**src/imr_pkg.sv**
```systemverilog
// Purpose: Shared constants and types for the I2C master byte receiver
// Assumes: 8-bit register port, 3-bit word address
// Notes:   All offsets, field positions and reset values live here
package imr_pkg;

  // ---------------------------------------------------------------
  // Register port geometry
  // ---------------------------------------------------------------
  localparam int unsigned ADDR_W = 3;
  localparam int unsigned DATA_W = 8;

  // ---------------------------------------------------------------
  // Register offsets
  // ---------------------------------------------------------------
  localparam logic [2:0] OFS_CTRL = 3'h0; // serial_control_two
  localparam logic [2:0] OFS_BUF  = 3'h1; // transfer_buffer
  localparam logic [2:0] OFS_STAT = 3'h2; // Sticky status, write one to clear
  localparam logic [2:0] OFS_MASK = 3'h3; // Interrupt mask, status layout
  localparam logic [2:0] OFS_BRG  = 3'h4; // Baud rate reload value

  // ---------------------------------------------------------------
  // Field positions
  // ---------------------------------------------------------------
  localparam int unsigned CTRL_RECEIVE_ENABLE_BIT   = 3; // receive_enable_bit
  localparam int unsigned CTRL_ACK_SEQUENCE_ENABLE  = 4; // ack_sequence_enable
  localparam int unsigned CTRL_ACKVAL = 5; // Level sent in the ack slot
  localparam int unsigned STAT_BF     = 0; // buffer_full_flag, read only
  localparam int unsigned STAT_IRQ    = 1; // serial_irq_flag
  localparam int unsigned STAT_OVF    = 2; // receive_overflow_flag
  localparam int unsigned STAT_WRITE_COLLISION_FLAG   = 3; // write_collision_flag
  localparam int unsigned STAT_BUSY   = 4; // Module not idle, read only

  // ---------------------------------------------------------------
  // Reset values and counts
  // ---------------------------------------------------------------
  localparam logic [7:0] RST_BRG   = 8'h31;
  localparam logic [7:0] RST_ZERO  = 8'h00;
  localparam logic [2:0] LAST_BIT  = 3'h7; // Index of eighth bit
  localparam logic [2:0] FIRST_BIT = 3'h0;

  // ---------------------------------------------------------------
  // Sequencer states
  // ---------------------------------------------------------------
  typedef enum logic [2:0] {
    ST_IDLE     = 3'b000,
    ST_RX_LOW   = 3'b001,
    ST_RX_HIGH  = 3'b010,
    ST_ACK_LOW  = 3'b011,
    ST_ACK_HIGH = 3'b100,
    ST_ACK_END  = 3'b101
  } imr_state_t;

endpackage : imr_pkg

```
**src/imr_brg.sv**
```systemverilog
// Purpose: Baud rate generator, one tick per half SCL period
// Assumes: reload is stable while run is high
// Notes:   A half period lasts reload+1 clock cycles
`timescale 1ns/1ps
`default_nettype none
module imr_brg #(
  parameter int unsigned W = 8
) (
  // Clock and reset
  input  wire logic         clk,
  input  wire logic         rstn,
  // Control
  input  wire logic         run,
  input  wire logic [W-1:0] reload,
  // Rollover pulse
  output var  logic         tick
);

  // ---------------------------------------------------------------
  // Parameter check
  // ---------------------------------------------------------------
  if (W < 2 || W > 16) begin : g_bad_width
    $error("imr_brg: W must lie between 2 and 16");
  end

  typedef struct packed {
    logic [W-1:0] cnt;
    logic         tick;
  } imr_brg_regs_t;

  imr_brg_regs_t r_reg;
  imr_brg_regs_t r_next;

  // Count down while running, reload and pulse on rollover
  always_comb begin
    r_next      = r_reg;
    r_next.tick = 1'b0;
    if (!run) begin
      r_next.cnt = reload;
    end else if (r_reg.cnt == '0) begin
      r_next.cnt  = reload;
      r_next.tick = 1'b1;
    end else begin
      r_next.cnt = r_reg.cnt - 1'b1;
    end
  end

  // State register
  always_ff @(posedge clk or negedge rstn) begin
    if (!rstn) begin
      r_reg <= '0;
    end else begin
      r_reg <= r_next;
    end
  end

  assign tick = r_reg.tick;

endmodule : imr_brg
`default_nettype wire

```
**src/imr_rx.sv**
```systemverilog
// Purpose: I2C master receive path with its register file
// Assumes: SCL and SDA inputs already synchronous to clk
// Notes:   Open-drain pins; an enable low pulls the line low
//
// Summary of operation
// [RQ1] Setting receive enable starts a byte reception
// [RQ2] Receive enable ignored unless module idle
// [RQ3] Each rollover toggles SCL; each falling edge shifts SDA in
// [RQ4] Receive enable clears after eighth falling edge
// [RQ5] Finished byte loads buffer, sets full, interrupt
// [RQ6] Then generator stops, SCL held low, idle
// [RQ7] Reading the buffer clears buffer full
// [RQ8] Ack enable sends acknowledge after reception
// [RQ9] Eighth bit with buffer full sets overflow
// [RQ10] Buffer write while busy sets collision, ignored
// [RQ11] Interrupt flag also set after ack completes
// [RQ12] No command queueing; busy commands are dropped
// [RQ13] Software clears write collision flag itself
// [RQ14] Overflow keeps old buffer, flag stays set
// [RQ15] Slave changes SDA only while SCL low
//
// Design decisions made here: the register offsets and the plain strobed port.
`timescale 1ns/1ps
`default_nettype none
module imr_rx
  import imr_pkg::*;
(
  // Clock and reset
  input  wire logic              clk,
  input  wire logic              rstn,
  // Register port
  input  wire logic [ADDR_W-1:0] addr,
  input  wire logic [DATA_W-1:0] wdata,
  input  wire logic              wr,
  input  wire logic              rd,
  output var  logic [DATA_W-1:0] rdata,
  // Interrupt
  output var  logic              irq,
  // I2C clock pin
  input  wire logic              scl_in,
  output var  logic              scl_out,
  output var  logic              scl_oe_n,
  // I2C data pin
  input  wire logic              sda_in,
  output var  logic              sda_out,
  output var  logic              sda_oe_n
);

  // ---------------------------------------------------------------
  // State
  // ---------------------------------------------------------------
  typedef struct packed {
    imr_state_t  st;
    logic [2:0]  bit_cnt;
    logic [7:0]  shreg;     // shift_register
    logic [7:0]  tbuf;      // transfer_buffer
    logic        receive_enable_bit;      // receive_enable_bit
    logic        ack_sequence_enable;     // ack_sequence_enable
    logic        ack_val;
    logic        bf;        // buffer_full_flag
    logic        irqf;      // serial_irq_flag
    logic        ovf;       // receive_overflow_flag
    logic        write_collision_flag;      // write_collision_flag
    logic [7:0]  mask;
    logic [7:0]  brg;
    logic        scl_oe_n;
    logic        sda_oe_n;
    logic [7:0]  rdata;
    logic        irq;
  } imr_rx_regs_t;

  imr_rx_regs_t r_reg;
  imr_rx_regs_t r_next;

  logic brg_tick;
  logic busy;
  logic byte_done;
  logic ack_done;
  logic wr_ctrl;
  logic wr_buf;
  logic wr_stat;
  logic rd_buf;

  // Appends the sampled data bit to the shift register
  function automatic logic [7:0] shift_in(input logic [7:0] sr,
                                          input logic       b);
    return {sr[6:0], b};
  endfunction : shift_in

  // ---------------------------------------------------------------
  // Baud rate generator
  // ---------------------------------------------------------------
  imr_brg #(
    .W (DATA_W)
  ) u_brg (
    .clk    (clk),
    .rstn   (rstn),
    .run    (busy),
    .reload (r_reg.brg),
    .tick   (brg_tick)
  );

  // ---------------------------------------------------------------
  // Access decode
  // ---------------------------------------------------------------
  assign busy    = (r_reg.st != ST_IDLE);
  assign wr_ctrl = wr && (addr == OFS_CTRL);
  assign wr_buf  = wr && (addr == OFS_BUF);
  assign wr_stat = wr && (addr == OFS_STAT);
  assign rd_buf  = rd && (addr == OFS_BUF);

  // ---------------------------------------------------------------
  // Next-state logic
  // ---------------------------------------------------------------
  always_comb begin
    r_next    = r_reg;
    byte_done = 1'b0;
    ack_done  = 1'b0;

    // Write-one-to-clear of sticky flags; events below win
    if (wr_stat) begin
      if (wdata[STAT_IRQ]) begin
        r_next.irqf = 1'b0;
      end
      if (wdata[STAT_OVF]) begin
        r_next.ovf = 1'b0;               // [RQ14]
      end
      if (wdata[STAT_WRITE_COLLISION_FLAG]) begin
        r_next.write_collision_flag = 1'b0;              // [RQ13]
      end
    end

    // Plain configuration registers
    if (wr && addr == OFS_MASK) begin
      r_next.mask = wdata;
    end
    if (wr && addr == OFS_BRG) begin
      r_next.brg = wdata;
    end

    // Buffer read empties it
    if (rd_buf) begin
      r_next.bf = 1'b0;                  // [RQ7]
    end

    // Buffer write collides with a byte in flight
    if (wr_buf) begin
      if (busy) begin
        r_next.write_collision_flag = 1'b1;              // [RQ10]
      end else begin
        r_next.tbuf = wdata;
      end
    end

    // Commands are taken only while idle
    if (wr_ctrl) begin
      r_next.ack_val = busy ? r_reg.ack_val : wdata[CTRL_ACKVAL]; // [RQ12]
      if (!busy && wdata[CTRL_RECEIVE_ENABLE_BIT]) begin // [RQ2]
        r_next.receive_enable_bit     = 1'b1;          // [RQ1]
        r_next.st       = ST_RX_LOW;
        r_next.bit_cnt  = FIRST_BIT;
        r_next.scl_oe_n = 1'b0;
        r_next.sda_oe_n = 1'b1;
      end else if (!busy && wdata[CTRL_ACK_SEQUENCE_ENABLE]) begin
        r_next.ack_sequence_enable    = 1'b1;          // [RQ8]
        r_next.st       = ST_ACK_LOW;
        r_next.scl_oe_n = 1'b0;
        r_next.sda_oe_n = wdata[CTRL_ACKVAL];
      end
    end

    // Bus sequencer, one step per generator rollover
    unique case (r_reg.st)
      ST_IDLE: begin
        // Waits for software; SCL stays where the last step left it
      end
      ST_RX_LOW: begin
        if (brg_tick) begin
          r_next.scl_oe_n = 1'b1;        // [RQ3]
          r_next.st       = ST_RX_HIGH;
        end
      end
      ST_RX_HIGH: begin
        if (brg_tick) begin
          r_next.scl_oe_n = 1'b0;        // [RQ3]
          r_next.shreg    = shift_in(r_reg.shreg, sda_in); // [RQ15]
          r_next.bit_cnt  = 3'(r_reg.bit_cnt + 3'h1);
          r_next.st       = ST_RX_LOW;
          if (r_reg.bit_cnt == LAST_BIT) begin
            byte_done   = 1'b1;
            r_next.receive_enable_bit = 1'b0;          // [RQ4]
            r_next.st   = ST_IDLE;       // [RQ6]
          end
        end
      end
      ST_ACK_LOW: begin
        if (brg_tick) begin
          r_next.scl_oe_n = 1'b1;        // [RQ8]
          r_next.st       = ST_ACK_HIGH;
        end
      end
      ST_ACK_HIGH: begin
        if (brg_tick) begin
          r_next.scl_oe_n = 1'b0;
          r_next.st       = ST_ACK_END;
        end
      end
      ST_ACK_END: begin
        if (brg_tick) begin
          ack_done        = 1'b1;
          r_next.sda_oe_n = 1'b1;
          r_next.ack_sequence_enable    = 1'b0;
          r_next.st       = ST_IDLE;
        end
      end
      default: begin
        r_next.st       = ST_IDLE;
        r_next.scl_oe_n = 1'b1;
        r_next.sda_oe_n = 1'b1;
      end
    endcase

    // Byte completion: load or overflow, then flag
    if (byte_done) begin
      if (r_reg.bf) begin
        r_next.ovf = 1'b1;               // [RQ9]
      end else begin
        r_next.tbuf = shift_in(r_reg.shreg, sda_in); // [RQ5]
        r_next.bf   = 1'b1;              // [RQ5]
      end
      r_next.irqf = 1'b1;                // [RQ5]
    end
    if (ack_done) begin
      r_next.irqf = 1'b1;                // [RQ11]
    end

    // Read data stand for one cycle only
    r_next.rdata = RST_ZERO;
    if (rd) begin
      unique case (addr)
        OFS_CTRL: begin
          r_next.rdata[CTRL_RECEIVE_ENABLE_BIT]   = r_reg.receive_enable_bit;
          r_next.rdata[CTRL_ACK_SEQUENCE_ENABLE]  = r_reg.ack_sequence_enable;
          r_next.rdata[CTRL_ACKVAL] = r_reg.ack_val;
        end
        OFS_BUF: begin
          r_next.rdata = r_reg.tbuf;
        end
        OFS_STAT: begin
          r_next.rdata[STAT_BF]   = r_reg.bf;
          r_next.rdata[STAT_IRQ]  = r_reg.irqf;
          r_next.rdata[STAT_OVF]  = r_reg.ovf;
          r_next.rdata[STAT_WRITE_COLLISION_FLAG] = r_reg.write_collision_flag;
          r_next.rdata[STAT_BUSY] = busy;
        end
        OFS_MASK: begin
          r_next.rdata = r_reg.mask;
        end
        OFS_BRG: begin
          r_next.rdata = r_reg.brg;
        end
        default: begin
          r_next.rdata = RST_ZERO;       // Unmapped reads as zero
        end
      endcase
    end

    // Level interrupt from unmasked sticky flags
    r_next.irq = (r_next.irqf && r_next.mask[STAT_IRQ])
              || (r_next.ovf  && r_next.mask[STAT_OVF])
              || (r_next.write_collision_flag && r_next.mask[STAT_WRITE_COLLISION_FLAG]);
  end

  // ---------------------------------------------------------------
  // State register
  // ---------------------------------------------------------------
  always_ff @(posedge clk or negedge rstn) begin
    if (!rstn) begin
      r_reg          <= '0;
      r_reg.st       <= ST_IDLE;
      r_reg.brg      <= RST_BRG;
      r_reg.scl_oe_n <= 1'b1;
      r_reg.sda_oe_n <= 1'b1;
    end else begin
      r_reg <= r_next;
    end
  end

  // Outputs straight from flip-flops, pin levels tied to zero; pins only ever pull low
  assign rdata    = r_reg.rdata;
  assign irq      = r_reg.irq;
  assign scl_oe_n = r_reg.scl_oe_n;
  assign sda_oe_n = r_reg.sda_oe_n;
  assign scl_out  = 1'b0;
  assign sda_out  = 1'b0;

  logic unused_scl;
  assign unused_scl = scl_in;
endmodule : imr_rx
`default_nettype wire

```
**config.mk**
```make
export PLATFORM = sky130hd
export DESIGN_NAME = imr_rx
export DESIGN_NICKNAME = d
export VERILOG_FILES = /design/src/imr_pkg.sv /design/src/imr_brg.sv /design/src/imr_rx.sv
export SDC_FILE = /design/constraint.sdc
export NUM_CORES = 1
export LEC_CHECK = 0
export ABC_AREA = 1
export BUFFER_PORTS_ARGS = -buffer_cell sky130_fd_sc_hd__buf_2
export CORE_MARGIN = 10
export CORE_UTILIZATION = 63
export DETAILED_ROUTE_END_ITERATION = 16
export MAX_ROUTING_LAYER = met4
export PLACE_DENSITY = 0.9
export SLEW_MARGIN = 25
export SYNTH_ARGS = -nofsm -noshare
export SYNTH_HDL_FRONTEND = slang
export SYNTH_SLANG_ARGS = --single-unit
```
**constraint.sdc**
```tcl
create_clock -name clk -period 3 [get_ports clk]
set_input_delay 0.15 -clock clk [delete_from_list [all_inputs] [get_ports clk]]
set_output_delay 0.15 -clock clk [all_outputs]
set_load 0.02 [all_outputs]
```
Word level (Yosys, flattened, before mapping). Index checks and enable logic that the tools add are counted.

$add $sub $neg: 2. Equal/unequal tests: 10. Multiplexer cells: 60. Bitwise operators: 1. Reductions and logical operators: 24.

Operators by type and width (number): two-way mux 8 bit (7); two-way mux 3 bit (10); two-way mux 1 bit (29); one-hot mux 3 bit (6 select lines) (1); two-way mux 14 bit (1); == test 3 x 2 -> 1 bit (second input constant) (4); == test 3 bit (second input constant) (4); one-hot mux 3 bit (4 select lines) (1); logical AND 1 bit (11); two-way mux 11 bit (1); one-hot mux 2 bit (5 select lines) (1); zero test 8 bit (1); subtractor 8 x 1 -> 8 bit (second input constant) (1); == test 3 x 1 -> 1 bit (second input constant) (2); zero test 3 bit (2); two-way mux 2 bit (3); two-way mux 6 bit (1); one-hot mux 2 bit (3 select lines) (1); OR reduction 2 bit (3); OR reduction 5 bit (1); two-way mux 4 bit (1); one-hot mux 1 bit (4 select lines) (1); AND reduction 2 bit (2); adder 3 x 1 -> 3 bit (second input constant) (1); 6 further kinds (7).

Register bits: 65. Bits of input ports: 17. Output and inout bits: 13.

Logic depth before layout (Yosys ltp).
Word-level depth: 9. Gate-level depth with buffers: 9. Depth with buffers taken out: 9.

By module. A second synthesis with hierarchy kept.

Cells, all modules: 387. Area total of the unflattened synthesis: 3216.8 sq um.

Modules (own cells, without submodules): imr_rx (instances 1, cells an instance 316, area each 2662.6 sq um, sequential area each 1382.6 sq um); imr_brg (instances 1, cells an instance 71, area each 554.3 sq um, sequential area each 225.2 sq um).

Worst setup path after synthesis. Ideal clock, no wire load.

Path type: reg2reg. Start: register r_reg[50] (netlist bit). End: register r_reg[40] (netlist bit). Library setup time: 0.082 ns. Arrival time: 1.315 ns. Setup slack: 1.603 ns. Cell stages (with the launch flop): 9. Cells stage by stage: dfrtp_1 -> ha_1 -> ha_1 -> nand2_1 -> nor2_4 -> nand2_2 -> buf_4 -> nor2_1 -> a31oi_1.

RTL lines: start: declaration (RTL line imr_rx.sv:72) `imr_rx_regs_t r_reg;`; start signal: assignment (RTL line imr_rx.sv:285) `r_reg <= r_next;`.

==> metrics.cfg <==
[final_layout]
fin_nets = 429
mostFrequentLayoutCells = nand2_1, dfrtp_1, inv_1, nor2_1, o21ai_0
layout_commonest_cell = nand2_1
antenna_cells = 0
final_area_sq_um = 3430
largest_reg_flops = 44
drive_gt1_frac = 0.140
num-fill-cells = 387
syn_to_final_growth_pct = 11.0

[synthesis]
synth_flop_cell = dfrtp_1
synthArstFlopShare = 1.00
synth_cell_types = 28
synthesis.area_sq_um = 3090
synth_edf_count = 0
ys_seq_area_frac = 0.520
yosysWarningCount = 0
syn_inst = 383
avgSynthCellArea_sq_um = 8.07
ys_seq_elements = 64

[detailed_routing]
drc = 0
dr.first_iter.drc_count = 170
ant_nets = 0
routed_wl_microns = 6910
drt-pass1-iter-count = 5
avgRoutedWirePerCell_microns = 14.4
routed_via_density = 5.34
vias = 2563

[critical_path]
cp_top_family = simple AND/OR/NAND/NOR gates
worstPathRequired_ns = 3.22
cp-endpoint = r_reg[50]$_DFF_PN0_
worstPathMaxFanout = 11
rr_endpoint = r_reg[50]$_DFF_PN0_
cp_cell_sequence = inv_1, nand3_2, nor2_1, inv_2, nand3_1, o21ai_0
r2r_setup_slack_ns = 1.21
start_kind = register
arrival_ns = 2.01
crit_type = reg -> reg
cpPeakStageDelay_ns = 0.53
critical_path_depth = 6
cp-startpoint = r_reg[53]$_DFF_PN0_
reg2regPathDepth = 6
r2r-start = r_reg[53]$_DFF_PN0_
worstSetupEndpointType = register
critPathBufInv = 2
cp_slowest_cell = nor2_1

[place]
dpl_cell_area_sq_um = 3210
dp_hpwl_microns = 4960
gp_congestion = 0.923
io_buffers = 26

[worst_hold_path]
hold_path_class = in -> reg

[sta]
tightest_slew_ns = 0.649
fmax_mhz = 559
post-route-min-period_ns = 1.79
hold_viol_final = 0
fin_crit_sh = 0.596
skew_ns = 0.00627
fin_setup_tns_ns = 0
setup_viol = 0
relSlewSlack = 0.566
finalMaxSlewViolations = 0
grt_setup_unrepaired = no

[run]
max_cap_violations = 0

[cts]
cts.sinks = 64
path_clk_slew_ns = 0.07
post_cts_buffers = 0
root_buffer = clkbuf_8
ctsLongestPathBuffers = 2
cts_made_buffers = 9
h-tree-depth = 3
clk_latency_ns = 0.34
cts_tree = done

[global_routing]
grt_pass1_vias = 2478
grtUsageTotal = 0.179
grt_max_degree = 35
grt_overflow = 0
grt_pass1_wl_microns = 11700
antenna_found_initial = 0

[floorplanning]
rows = 25
core_area_sq_um = 4750
die-area_sq_um = 8110
io_pins = 30
die_x_microns = 90.0
initial_core_util = 0.650
die_h_microns = 90.0

[power_and_ir_drop]
ir_worst_vdd_v = 0.000491
p_leak_nw = 1.77
power_density_nw_per_um2 = 826

[run_status]
outcome = finished clean

[cell families after synthesis]
kind of cell             after synthesis  share of synthesized area
AO/OA/AOI/OAI                         61                      0.106
XOR/XNOR                               3                    0.00850
adder cells (fa/ha/maj)                4                     0.0162
buffers and inverters                 58                     0.0850
flip-flops                            64                      0.520
other                                  1                    0.00121
AND/OR/NAND/NOR                      192                      0.263
[layout make-up]
type	instances	area, sq um	area share
clock inverter	4	70.1	0.0204
tap	67	83.8	0.0244
inverter	43	161	0.0471
timing repair buffer	28	148	0.0431
clock buffer	12	135	0.0394
multi-input combinational	262	1220	0.357
sequential	64	1610	0.469
[metal layers]
layer | GRT usage | up-vias | wire length [microns]
li1 | - | 1266 | -
met1 | 0.207 | 1199 | 2980
met2 | 0.291 | 84 | 3390
met3 | 0.0366 | 14 | 362
met4 | 0.0915 | 0 | 180
met5 | - | - | 0
[timing repair]
item / in CTS / in global routing
hold buffers: 1 / 0
endpoints found under the hold margin: 27 / 0
resized for setup: 0 / 0
[where the power goes]
group / leakage, nW / internal (mW) / switching (mW) / total (mW)
Combinational: 0.863 / 0.268 / 0.489 / 0.757
Sequential: 0.805 / 1.13 / 0.169 / 1.29
Clock: 0.104 / 0.466 / 0.315 / 0.781
[worst min path at each step]
stage	startpoint	end	slack [ns]	cells past startpoint
floorplan	rstn	irq$_DFF_PN0_	-0.15	0
global placement	rstn	rdata[7]$_DFF_PN0_	0.22	1
detailed placement	rstn	rdata[7]$_DFF_PN0_	0.22	1
CTS	sda_in	r_reg[42]$_DFFE_PN0P_	0.03	3
global route	sda_in	r_reg[42]$_DFFE_PN0P_	0.04	3
finish	sda_in	r_reg[42]$_DFFE_PN0P_	0.03	3
[stage by stage]
stage	hold slack (ns)	utilization	setup slack (ns)	total power, mW	instances
3_3_place_gp	0.216	0.676	1.27	1.99	463
6_report	0.0327	0.721	1.21	2.83	480
3_5_place_dp	0.219	0.676	1.24	2.04	463
4_1_cts	0.0276	0.721	1.22	2.84	480
5_1_grt	0.0395	0.721	1.02	3.02	480
2_1_floorplan	-0.146	-	1.60	1.84	384
[cell usage after synthesis, types with 2 or more instances]
master   instances  area, sq um
nand4_1          5         31.3
nand2_2          4         25.0
ha_1             4         50.1
inv_1           38          143
nor2_4           2         22.5
buf_2            3         15.0
o21ai_0         36          180
nor3_1           2         10.0
dfstp_2          5          131
xor2_1           2         17.5
buf_4           11         82.6
nand2_1        121          454
a41oi_1          2         17.5
inv_2            4         15.0
a31oi_1          9         56.3
dfrtp_1         59         1480
o22ai_1          2         12.5
a21oi_1         11         55.1
nor2_1          37          139
nand3_1         18         90.1
[worst register-to-register path, cell delays in order (launching register included)]
cell and delay (ns):
dfrtp_1 0.41, inv_1 0.18, nand3_2 0.15, nor2_1 0.53, inv_2 0.19, nand3_1 0.13, o21ai_0 0.08
No activity file was read; power rests on OpenSTA's default activity.
